--- src/dsm_pkg.sv ---
package dsm_pkg;

// ----------------------------------------
// Command decoding
// ----------------------------------------
localparam logic [15:0] DSM_CMD_MASK = 16'h008F;
localparam logic [15:0] DSM_CMD_DISABLE = 16'h0000;
localparam logic [15:0] DSM_CMD_QSTOP = 16'h0002;
localparam logic [15:0] DSM_CMD_SHUTDOWN = 16'h0006;
localparam logic [15:0] DSM_CMD_SWITCH_ON = 16'h0007;
localparam logic [15:0] DSM_CMD_ENABLE = 16'h000F;
localparam int DSM_RESET_BIT = 7;
localparam logic [15:0] DSM_QS_AUTO_MAX = 16'h0003;

// ----------------------------------------
// Status word layout
// ----------------------------------------
localparam logic [15:0] DSM_STATUS_RST = 16'h0000;
localparam logic [15:0] DSM_STATE_MASK = 16'h03FF;
localparam int DSM_MODE_LSB = 10;
localparam int DSM_MODE_W = 6;
localparam logic [15:0] DSM_STS_INIT = 16'h0000;
localparam logic [15:0] DSM_STS_NOFAULT = 16'h0250;
localparam logic [15:0] DSM_STS_READY = 16'h0231;
localparam logic [15:0] DSM_STS_WAIT = 16'h0233;
localparam logic [15:0] DSM_STS_RUN = 16'h0237;
localparam logic [15:0] DSM_STS_QSTOP = 16'h0217;
localparam logic [15:0] DSM_STS_SOF = 16'h021F;
localparam logic [15:0] DSM_STS_FAULT = 16'h0218;

typedef enum logic [2:0] {
	DSM_INIT,
	DSM_NOFAULT,
	DSM_READY,
	DSM_WAIT,
	DSM_RUN,
	DSM_QSTOP,
	DSM_SOF,
	DSM_FAULT
} dsm_state_t;

function automatic logic [15:0] dsm_pattern(dsm_state_t s);
	logic [15:0] p;
	p = DSM_STS_INIT;
	case (s)
		DSM_NOFAULT: p = DSM_STS_NOFAULT;
		DSM_READY: p = DSM_STS_READY;
		DSM_WAIT: p = DSM_STS_WAIT;
		DSM_RUN: p = DSM_STS_RUN;
		DSM_QSTOP: p = DSM_STS_QSTOP;
		DSM_SOF: p = DSM_STS_SOF;
		DSM_FAULT: p = DSM_STS_FAULT;
		default: p = DSM_STS_INIT;
	endcase
	return p;
endfunction
endpackage

--- src/dsm_if.sv ---
`timescale 1ns/1ns
interface dsm_if;
	import dsm_pkg::*;
	logic cmd_b7;
	logic b7_rise;
	logic b7_held;
	dsm_state_t st;
	logic wr_req;
	logic wr_run_mod;
	logic wr_allow;
	modport top (output cmd_b7, output st, output wr_req,
		output wr_run_mod, input b7_rise, input b7_held,
		input wr_allow);
	modport edg (input cmd_b7, output b7_rise, output b7_held);
	modport perm (input st, input wr_req, input wr_run_mod,
		output wr_allow);
endinterface

--- src/dsm_edge.sv ---
`timescale 1ns/1ns
module dsm_edge (
	input wire logic clk_i,
	input wire logic rst_n_i,
	dsm_if.edg lnk
);
	logic prev_q;

	// Starts high so a level already high at reset is no edge.
	always_ff @(posedge clk_i) begin
		if (!rst_n_i) begin
			prev_q <= 1'b1;
		end else begin
			prev_q <= lnk.cmd_b7;
		end
	end

	assign lnk.b7_rise = lnk.cmd_b7 & ~prev_q;
	assign lnk.b7_held = lnk.cmd_b7;
endmodule

--- src/dsm_perm.sv ---
`timescale 1ns/1ns
module dsm_perm
	import dsm_pkg::*;
(
	dsm_if.perm lnk
);
	always_comb begin
		case (lnk.st)
			DSM_INIT: lnk.wr_allow = 1'b0;
			DSM_RUN, DSM_QSTOP, DSM_SOF: begin
				lnk.wr_allow = lnk.wr_run_mod;
			end
			DSM_FAULT: lnk.wr_allow = 1'b1;
			default: lnk.wr_allow = 1'b1;
		endcase
	end
endmodule

--- src/dsm_top.sv ---
`timescale 1ns/1ns
module dsm_top
	import dsm_pkg::*;
#(
	parameter int OPT_W = 16
) (
	input wire logic clk_i,
	input wire logic rst_n_i,
	input wire logic [15:0] command_word_object_i,
	input wire logic [OPT_W-1:0] quick_stop_option_code_i,
	input wire logic init_done_i,
	input wire logic init_err_i,
	input wire logic fault_i,
	input wire logic stop_done_i,
	input wire logic [DSM_MODE_W-1:0] mode_status_i,
	input wire logic param_wr_i,
	input wire logic param_run_mod_i,
	output logic [15:0] state_report_object_o,
	output logic drive_en_o,
	output logic param_wr_ok_o,
	output logic param_wr_rej_o
);
	// ----------------------------------------
	// Parameter checks
	// ----------------------------------------
	if (OPT_W < 3 || OPT_W > 16) begin : g_chk
		$error("Option code width must be 3 to 16 bits.");
	end

	// ----------------------------------------
	// Helpers and submodules
	// ----------------------------------------
	dsm_if lnk ();
	dsm_state_t st_q;
	dsm_state_t st_d;
	logic [15:0] sts_q;
	logic [15:0] sts_d;
	logic qs_stopped_q;
	logic qs_stopped_d;
	logic drive_en_q;
	logic ok_q;
	logic rej_q;
	logic [15:0] cmd_c;
	logic [15:0] opt_w;
	logic qs_auto;
	logic go;

	assign cmd_c = command_word_object_i & DSM_CMD_MASK;
	assign opt_w = 16'(quick_stop_option_code_i);
	assign qs_auto = (opt_w <= DSM_QS_AUTO_MAX);
	assign go = !fault_i && !lnk.b7_held;

	assign lnk.cmd_b7 = command_word_object_i[DSM_RESET_BIT];
	assign lnk.st = st_q;
	assign lnk.wr_req = param_wr_i;
	assign lnk.wr_run_mod = param_run_mod_i;

	dsm_edge u_edge (
		.clk_i(clk_i),
		.rst_n_i(rst_n_i),
		.lnk(lnk)
	);

	dsm_perm u_perm (
		.lnk(lnk)
	);

	// ----------------------------------------
	// Next state
	// ----------------------------------------
	always_comb begin
		st_d = st_q;
		qs_stopped_d = qs_stopped_q;
		case (st_q)
			DSM_INIT: begin
				if (init_err_i || fault_i) begin
					st_d = DSM_SOF;
				end else if (init_done_i) begin
					st_d = DSM_NOFAULT;
				end
			end
			DSM_SOF: begin
				if (stop_done_i) begin
					st_d = DSM_FAULT;
				end
			end
			DSM_FAULT: begin
				if (lnk.b7_rise) begin
					st_d = DSM_NOFAULT;
				end
			end
			DSM_QSTOP: begin
				if (fault_i) begin
					st_d = DSM_SOF;
				end else if (stop_done_i && qs_auto) begin
					st_d = DSM_NOFAULT;
				end else if (stop_done_i) begin
					qs_stopped_d = 1'b1;
				end else if (qs_stopped_q && go &&
					cmd_c == DSM_CMD_ENABLE) begin
					st_d = DSM_RUN;
				end
			end
			default: begin
				if (fault_i) begin
					st_d = DSM_SOF;
				end else if (!lnk.b7_held) begin
					case (st_q)
						DSM_NOFAULT: begin
							if (cmd_c == DSM_CMD_SHUTDOWN) begin
								st_d = DSM_READY;
							end
						end
						DSM_READY: begin
							if (cmd_c == DSM_CMD_SWITCH_ON) begin
								st_d = DSM_WAIT;
							end else if (cmd_c == DSM_CMD_DISABLE) begin
								st_d = DSM_NOFAULT;
							end
						end
						DSM_WAIT: begin
							if (cmd_c == DSM_CMD_ENABLE) begin
								st_d = DSM_RUN;
							end else if (cmd_c == DSM_CMD_SHUTDOWN) begin
								st_d = DSM_READY;
							end else if (cmd_c == DSM_CMD_DISABLE) begin
								st_d = DSM_NOFAULT;
							end
						end
						DSM_RUN: begin
							if (cmd_c == DSM_CMD_SWITCH_ON) begin
								st_d = DSM_WAIT;
							end else if (cmd_c == DSM_CMD_SHUTDOWN) begin
								st_d = DSM_READY;
							end else if (cmd_c == DSM_CMD_DISABLE) begin
								st_d = DSM_NOFAULT;
							end else if (cmd_c == DSM_CMD_QSTOP) begin
								st_d = DSM_QSTOP;
							end
						end
						default: st_d = st_q;
					endcase
				end
			end
		endcase
		if (st_d != DSM_QSTOP) begin
			qs_stopped_d = 1'b0;
		end
	end

	// ----------------------------------------
	// Status word
	// ----------------------------------------
	always_comb begin
		sts_d = dsm_pattern(st_d);
		if (st_d != DSM_INIT) begin
			sts_d[DSM_MODE_LSB +: DSM_MODE_W] = mode_status_i;
		end
	end

	// ----------------------------------------
	// State registers
	// ----------------------------------------
	always_ff @(posedge clk_i) begin
		if (!rst_n_i) begin
			st_q <= DSM_INIT;
			qs_stopped_q <= 1'b0;
		end else begin
			st_q <= st_d;
			qs_stopped_q <= qs_stopped_d;
		end
	end

	always_ff @(posedge clk_i) begin
		if (!rst_n_i) begin
			sts_q <= DSM_STATUS_RST;
		end else begin
			sts_q <= sts_d;
		end
	end

	// Only the moving states energize the power stage.
	always_ff @(posedge clk_i) begin
		if (!rst_n_i) begin
			drive_en_q <= 1'b0;
		end else begin
			drive_en_q <= (st_d == DSM_RUN) || (st_d == DSM_QSTOP) ||
				(st_d == DSM_SOF);
		end
	end

	always_ff @(posedge clk_i) begin
		if (!rst_n_i) begin
			ok_q <= 1'b0;
			rej_q <= 1'b0;
		end else begin
			ok_q <= lnk.wr_req && lnk.wr_allow;
			rej_q <= lnk.wr_req && !lnk.wr_allow;
		end
	end

	assign state_report_object_o = sts_q;
	assign drive_en_o = drive_en_q;
	assign param_wr_ok_o = ok_q;
	assign param_wr_rej_o = rej_q;

	// ----------------------------------------
	// Checks
	// ----------------------------------------
	AST_INIT_ZERO: assert property (
		@(posedge clk_i) disable iff (!rst_n_i)
		st_q == DSM_INIT |-> sts_q == 16'h0000 && !drive_en_o
	) else $error("Initialization status not zero.");

	AST_INIT_DONE: assert property (
		@(posedge clk_i) disable iff (!rst_n_i)
		st_q == DSM_INIT && init_done_i && !init_err_i && !fault_i
		|=> st_q == DSM_NOFAULT && (sts_q & 16'h03FF) == 16'h0250
	) else $error("Init did not reach no-fault.");

	AST_INIT_ERR: assert property (
		@(posedge clk_i) disable iff (!rst_n_i)
		st_q == DSM_INIT && init_err_i |=> st_q == DSM_SOF
	) else $error("Init error did not stop upon fault.");

	AST_SHUTDOWN: assert property (
		@(posedge clk_i) disable iff (!rst_n_i)
		st_q == DSM_NOFAULT && go && cmd_c == 16'h0006
		|=> st_q == DSM_READY && (sts_q & 16'h03FF) == 16'h0231
	) else $error("Shutdown from no-fault failed.");

	AST_SWITCH_ON: assert property (
		@(posedge clk_i) disable iff (!rst_n_i)
		st_q == DSM_READY && go && cmd_c == 16'h0007
		|=> st_q == DSM_WAIT && (sts_q & 16'h03FF) == 16'h0233
	) else $error("Switch on from ready failed.");

	AST_ENABLE: assert property (
		@(posedge clk_i) disable iff (!rst_n_i)
		st_q == DSM_WAIT && go && cmd_c == 16'h000F
		|=> st_q == DSM_RUN && (sts_q & 16'h03FF) == 16'h0237 &&
			drive_en_o
	) else $error("Enable from wait failed.");

	AST_RUN_TO_WAIT: assert property (
		@(posedge clk_i) disable iff (!rst_n_i)
		st_q == DSM_RUN && go && cmd_c == 16'h0007
		|=> st_q == DSM_WAIT && !drive_en_o
	) else $error("Disable operation failed.");

	AST_WAIT_TO_READY: assert property (
		@(posedge clk_i) disable iff (!rst_n_i)
		st_q == DSM_WAIT && go && cmd_c == 16'h0006
		|=> st_q == DSM_READY
	) else $error("Wait to ready failed.");

	AST_RUN_TO_READY: assert property (
		@(posedge clk_i) disable iff (!rst_n_i)
		st_q == DSM_RUN && go && cmd_c == 16'h0006
		|=> st_q == DSM_READY && (sts_q & 16'h03FF) == 16'h0231
	) else $error("Run to ready failed.");

	AST_DISABLE_V: assert property (
		@(posedge clk_i) disable iff (!rst_n_i)
		(st_q == DSM_READY || st_q == DSM_WAIT || st_q == DSM_RUN) &&
			go && cmd_c == 16'h0000
		|=> st_q == DSM_NOFAULT && (sts_q & 16'h03FF) == 16'h0250
	) else $error("Disable voltage failed.");

	AST_QSTOP: assert property (
		@(posedge clk_i) disable iff (!rst_n_i)
		st_q == DSM_RUN && go && cmd_c == 16'h0002
		|=> st_q == DSM_QSTOP && (sts_q & 16'h03FF) == 16'h0217 &&
			drive_en_o
	) else $error("Quick stop not entered.");

	AST_QS_AUTO: assert property (
		@(posedge clk_i) disable iff (!rst_n_i)
		st_q == DSM_QSTOP && !fault_i && stop_done_i &&
			opt_w <= 16'h0003
		|=> st_q == DSM_NOFAULT && !drive_en_o
	) else $error("Quick stop did not end in no-fault.");

	AST_QS_HOLD: assert property (
		@(posedge clk_i) disable iff (!rst_n_i)
		st_q == DSM_QSTOP && !fault_i && stop_done_i &&
			opt_w >= 16'h0005
		|=> st_q == DSM_QSTOP && qs_stopped_q
	) else $error("Quick stop did not hold.");

	AST_QS_RESUME: assert property (
		@(posedge clk_i) disable iff (!rst_n_i)
		st_q == DSM_QSTOP && qs_stopped_q && !stop_done_i && go &&
			cmd_c == 16'h000F
		|=> st_q == DSM_RUN && (sts_q & 16'h03FF) == 16'h0237
	) else $error("Quick stop did not resume.");

	AST_FAULT_IN: assert property (
		@(posedge clk_i) disable iff (!rst_n_i)
		fault_i && st_q != DSM_FAULT && st_q != DSM_SOF
		|=> st_q == DSM_SOF && (sts_q & 16'h03FF) == 16'h021F
	) else $error("Fault did not stop upon fault.");

	AST_SOF_END: assert property (
		@(posedge clk_i) disable iff (!rst_n_i)
		st_q == DSM_SOF && stop_done_i
		|=> st_q == DSM_FAULT && (sts_q & 16'h03FF) == 16'h0218 &&
			!drive_en_o
	) else $error("Fault state not entered.");

	AST_FAULT_CLEAR: assert property (
		@(posedge clk_i) disable iff (!rst_n_i)
		st_q == DSM_FAULT && !$past(command_word_object_i[7]) &&
			command_word_object_i[7]
		|=> st_q == DSM_NOFAULT && (sts_q & 16'h03FF) == 16'h0250
	) else $error("Fault reset edge ignored.");

	AST_FAULT_LEVEL: assert property (
		@(posedge clk_i) disable iff (!rst_n_i)
		st_q == DSM_FAULT && $past(command_word_object_i[7]) &&
			command_word_object_i[7]
		|=> st_q == DSM_FAULT
	) else $error("Fault cleared by steady level.");

	AST_B7_MASK: assert property (
		@(posedge clk_i) disable iff (!rst_n_i)
		(st_q == DSM_NOFAULT || st_q == DSM_READY || st_q == DSM_WAIT ||
			st_q == DSM_RUN) && !fault_i && command_word_object_i[7]
		|=> $stable(st_q)
	) else $error("Command obeyed while bit 7 high.");

	AST_MODE_BITS: assert property (
		@(posedge clk_i) disable iff (!rst_n_i)
		st_q != DSM_INIT |-> sts_q[15:10] == $past(mode_status_i)
	) else $error("Mode status bits wrong.");

	AST_INIT_REJ: assert property (
		@(posedge clk_i) disable iff (!rst_n_i)
		st_q == DSM_INIT && param_wr_i |=> param_wr_rej_o && !param_wr_ok_o
	) else $error("Write accepted during initialization.");

	AST_RUN_REJ: assert property (
		@(posedge clk_i) disable iff (!rst_n_i)
		(st_q == DSM_RUN || st_q == DSM_QSTOP || st_q == DSM_SOF) &&
			param_wr_i &&
			!param_run_mod_i
		|=> param_wr_rej_o
	) else $error("Locked parameter written while moving.");

	AST_FAULT_WR: assert property (
		@(posedge clk_i) disable iff (!rst_n_i)
		st_q == DSM_FAULT && param_wr_i |=> param_wr_ok_o && !drive_en_o
	) else $error("Fault state refused write.");

	AST_NO_MATCH: assert property (
		@(posedge clk_i) disable iff (!rst_n_i)
		st_q == DSM_READY && go && cmd_c == 16'h0002
		|=> $stable(st_q) && (sts_q & 16'h03FF) == 16'h0231
	) else $error("Unmatched command changed state.");

	AST_STS_MATCH: assert property (
		@(posedge clk_i) disable iff (!rst_n_i)
		(sts_q & 16'h03FF) == dsm_pattern(st_q)
	) else $error("Status does not match state.");
endmodule

--- config.mk ---
export PLATFORM = sky130hd
export DESIGN_NAME = dsm_top
export DESIGN_NICKNAME = d
export VERILOG_FILES = /design/src/dsm_pkg.sv /design/src/dsm_if.sv /design/src/dsm_edge.sv /design/src/dsm_perm.sv /design/src/dsm_top.sv
export SDC_FILE = /design/constraint.sdc
export NUM_CORES = 1
export LEC_CHECK = 0
export BUFFER_PORTS_ARGS = -buffer_cell sky130_fd_sc_hd__buf_2
export CAP_MARGIN = 10
export CORE_UTILIZATION = 46
export DETAILED_ROUTE_END_ITERATION = 10
export PLACE_DENSITY = 0.8
export SYNTH_ARGS = -nofsm -noshare
export SYNTH_HDL_FRONTEND = slang
export SYNTH_HIERARCHICAL = 1
export SYNTH_SLANG_ARGS = --single-unit
export TNS_END_PERCENT = 10
--- constraint.sdc ---
create_clock -name clk_i -period 7.1 [get_ports clk_i]
set_clock_uncertainty 0.05 [all_clocks]
set_input_delay 1.42 -clock clk_i [delete_from_list [all_inputs] [get_ports clk_i]]
set_output_delay 1.42 -clock clk_i [all_outputs]
set_load 0.03 [all_outputs]
==> impl_metrics.py <==
metrics = {
    "outcome": {
        "status": "finished clean",
    },
    "power_and_ir_drop": {
        "p_sw_w": 0.000158,
        "ir_drop_uv": 186,
        "p_clk_share_pct": 14.6,
        "pwr-share-seq_pct": 42.2,
        "leakagePower_nw": 0.636,
        "swShare_pct": 41.5,
        "power_density_nw_per_um2": 277,
        "power_frac_comb_pct": 43.2,
        "p_int_w": 0.000224,
    },
    "detailed_routing": {
        "wl_per_cell_um": 11.7,
        "via_per_inst": 5.52,
        "ant_nets": 0,
        "routed_wl_um": 2350,
        "first_pass_iters": 4,
        "num_vias": 1109,
        "drtIter0Drc": 34,
        "drc": 0,
    },
    "global_route": {
        "antenna_found_initial": 0,
        "grt_max_degree": 19,
        "grt-ovfl-total": 0,
        "track_usage_pct": 19.2,
        "grt_pass1_wl_um": 3820,
        "grt_pass1_vias": 936,
    },
    "floorplan": {
        "fp.dieArea_sq_um": 2620,
        "rows": 17,
        "die_w_um": 51.2,
        "core_sq_um": 2250,
        "start_util_pct": 49.3,
        "die_y_um": 51.2,
        "io_pins": 65,
    },
    "critical_path": {
        "worstRegToRegCells": 6,
        "crit_path_cell_trace": "buf_2, or3_4, or3_1, a311oi_2, nor2_2, or3_4, and3_1",
        "cpMostUsedCell": "or3_4",
        "r2r_slack_ns": 4.63,
        "r2r_start": "lnk.st[0]$_SDFF_PN0_",
        "crit_family": "simple AND/OR/NAND/NOR gates",
        "cp.depth": 7,
        "critical_path_buf_inv_count": 1,
        "critPathRequiredTime_ns": 7.26,
        "critPathMaxStageDelay_ns": 0.44,
        "crit_fanout": 11,
        "rr_endpoint": "state_report_object_o[11]$_SDFF_PN0_",
        "criticalPathCategory": "in2reg",
        "worst_path_max_delay_cell": "or3_4",
        "worstSetupStartpointType": "primary input",
        "endpoint_kind": "flop",
        "worstPathArrival_ns": 3.47,
    },
    "placed_design": {
        "dp_cells": 197,
        "hpwl_um": 1740,
        "io_buffers": 49,
        "pre_cts_ws_ns": 3.47,
        "gp_congestion": 0.846,
    },
    "sta": {
        "tightestPinTransition_ns": 0.558,
        "fin_ws_ns": 3.79,
        "post-route-period-util_pct": 46.6,
        "fmax_ghz": 0.302,
        "grt_setup_unrepaired": "false",
        "maxSlewViolCount": 0,
        "setup_viol": 0,
        "min_period_ns": 3.31,
        "maxSlewHeadroom_pct": 62.3,
        "finalSetupTns_ns": 0,
        "finalHoldViolCount": 0,
    },
    "synth": {
        "yosysMostFrequentCell": "dfxtp_1",
        "ys_top_cells_by_count": "dfxtp_1 (21), and3_1 (9), nor2_1 (7)",
        "ys_dominant_reg_cell": "dfxtp_1",
        "async_flop_share_pct": 0,
        "synth_edf_count": 0,
        "yosysTopAreaCellShare_pct": 37.8,
        "synth-seq-cells": 21,
        "synth_cell_type_count": 44,
        "synthTopCellsByArea": "dfxtp_1 (38%), and3_1 (5.1%), nand2b_1 (3.4%), a21oi_1 (2.7%), nand3_1 (2.7%)",
        "ys_warn_count": 6,
        "yosysSeqAreaShare_pct": 37.8,
        "synthCells": 127,
        "syn_area_per_cell_sq_um": 8.76,
        "synth_top_area_cell": "dfxtp_1",
        "synth_area_sq_um": 1110,
    },
    "layout": {
        "antennaDiodeCount": 0,
        "fin_cells": 201,
        "nets": 220,
        "final_layout_size_suffix_gt1_share_pct": 34.7,
        "multi_input_area_sq_um": 628,
        "seqCellArea_sq_um": 420,
        "n_fill_cell": 204,
        "area_growth_pct": 24.0,
    },
    "clock_tree": {
        "tritoncts": "done",
        "cts-htree-levels": 1,
        "cts_resized": 0,
        "cts_buffer_depth": 2,
        "ctsHoldBuffers": 0,
        "clockRootBuffer": "clkbuf_4",
        "clock-sinks": 21,
        "cts_setup_buffers": 0,
        "cts_buffers": 3,
        "clkLatencyLatePin_ns": 0.31,
        "clkTransAtPathRegs_ns": 0.11,
    },
    "min_path": {
        "min_from": "qs_stopped_q$_SDFFE_PP0P_",
        "min_path_cells": 2,
        "min_path_type": "reg2reg",
        "min_to": "qs_stopped_q$_SDFFE_PP0P_",
    },
    "run": {
        "maxCapViolations": 0,
    },
}
cell usage in the layout, fill, tap and decap left out, types with 3 or more instances in the layout:
cell type / Yosys / final
buf_2: 0 / 49
dfxtp_1: 21 / 21
and3_1: 9 / 9
nor2_1: 7 / 7
nand3_1: 6 / 6
inv_1: 6 / 6
nand2b_1: 6 / 6
nor3_1: 6 / 6
a21oi_1: 6 / 6
nand2_1: 5 / 5
nand3b_1: 3 / 3
nor4b_1: 3 / 3
clkbuf_4: 0 / 3
registers in the layout, summed over array words and instances (netlist names):
name                   flops
param_wr_ok_o              1
param_wr_rej_o             1
qs_stopped_q               1
state_report_object_o     13
lnk.st                     3
u_edge/prev_q              1
drive_en_o                 1
worst register-to-register path, stage by stage (launching register included):
cell	delay (ns)
dfxtp_1	0.68
nand2b_1	0.17
a311o_1	0.38
o211ai_1	0.32
nor2_2	0.14
or3_4	0.44
and3_1	0.20
area by class of cell:
| type | count | area share [%] |
|---|---|---|
| multi-input cells | 93 | 45.6 |
| flip-flops and latches | 21 | 30.5 |
| repair buffers | 49 | 17.8 |
| clock buffers | 3 | 1.63 |
| inverters | 6 | 1.63 |
| clock inverters | 1 | 0.363 |
| well taps | 28 | 2.54 |
per-stage QoR:
| step | power (W) | util [%] | hold slack, ns | area, sq um |
|---|---|---|---|---|
| after floorplan | 0.000286 | - | 0.440 | 1120 |
| after global placement | 0.000324 | 59.9 | 0.502 | 1350 |
| after detailed placement | 0.000328 | 59.9 | 0.486 | 1350 |
| after CTS | 0.000383 | 61.2 | 0.502 | 1380 |
| after global routing | 0.000408 | 61.2 | 0.548 | 1380 |
| final | 0.000382 | 61.2 | 0.502 | 1380 |
cell families after synthesis:
family,after synthesis,share of synthesized area (%)
AOI/OAI and AO/OA,23,16.3
muxes,1,0.900
DFF,21,37.8
other,1,0.337
xor gates and xnor gates,1,0.788
and+or+nand+nor,66,37.8
buffers and inverters,14,6.07
metal layers:
| layer | GRT usage, % | vias up | share of wire [%] |
|---|---|---|---|
| met3 | 5.36 | 7 | 8.8 |
| met1 | 23.0 | 480 | 41 |
| li1 | - | 562 | - |
| met4 | 7.87 | 0 | 1.6 |
| met5 | 0 | - | 0 |
| met2 | 32.0 | 60 | 48 |
power by group through the flow:
stage               logic [W]  clock network (W)  registers, W
floorplan           0.0000954                  0      0.000190
global placement     0.000161                  0      0.000162
detailed placement   0.000164                  0      0.000164
CTS                  0.000165          0.0000575      0.000161
global route         0.000181          0.0000620      0.000166
finish               0.000165          0.0000559      0.000161
worst max-delay path by stage:
stage / slack, ns / to / start
global placement: 3.49 / state_report_object_o[10]$_SDFF_PN0_ / command_word_object_i[7]
detailed placement: 3.47 / state_report_object_o[11]$_SDFF_PN0_ / command_word_object_i[7]
global route: 3.73 / state_report_object_o[10]$_SDFF_PN0_ / command_word_object_i[7]
floorplan: 3.79 / state_report_object_o[10]$_SDFF_PN0_ / command_word_object_i[7]
finish: 3.79 / state_report_object_o[11]$_SDFF_PN0_ / command_word_object_i[7]
CTS: 3.80 / state_report_object_o[11]$_SDFF_PN0_ / command_word_object_i[7]
(Power assumes the default switching activity.)
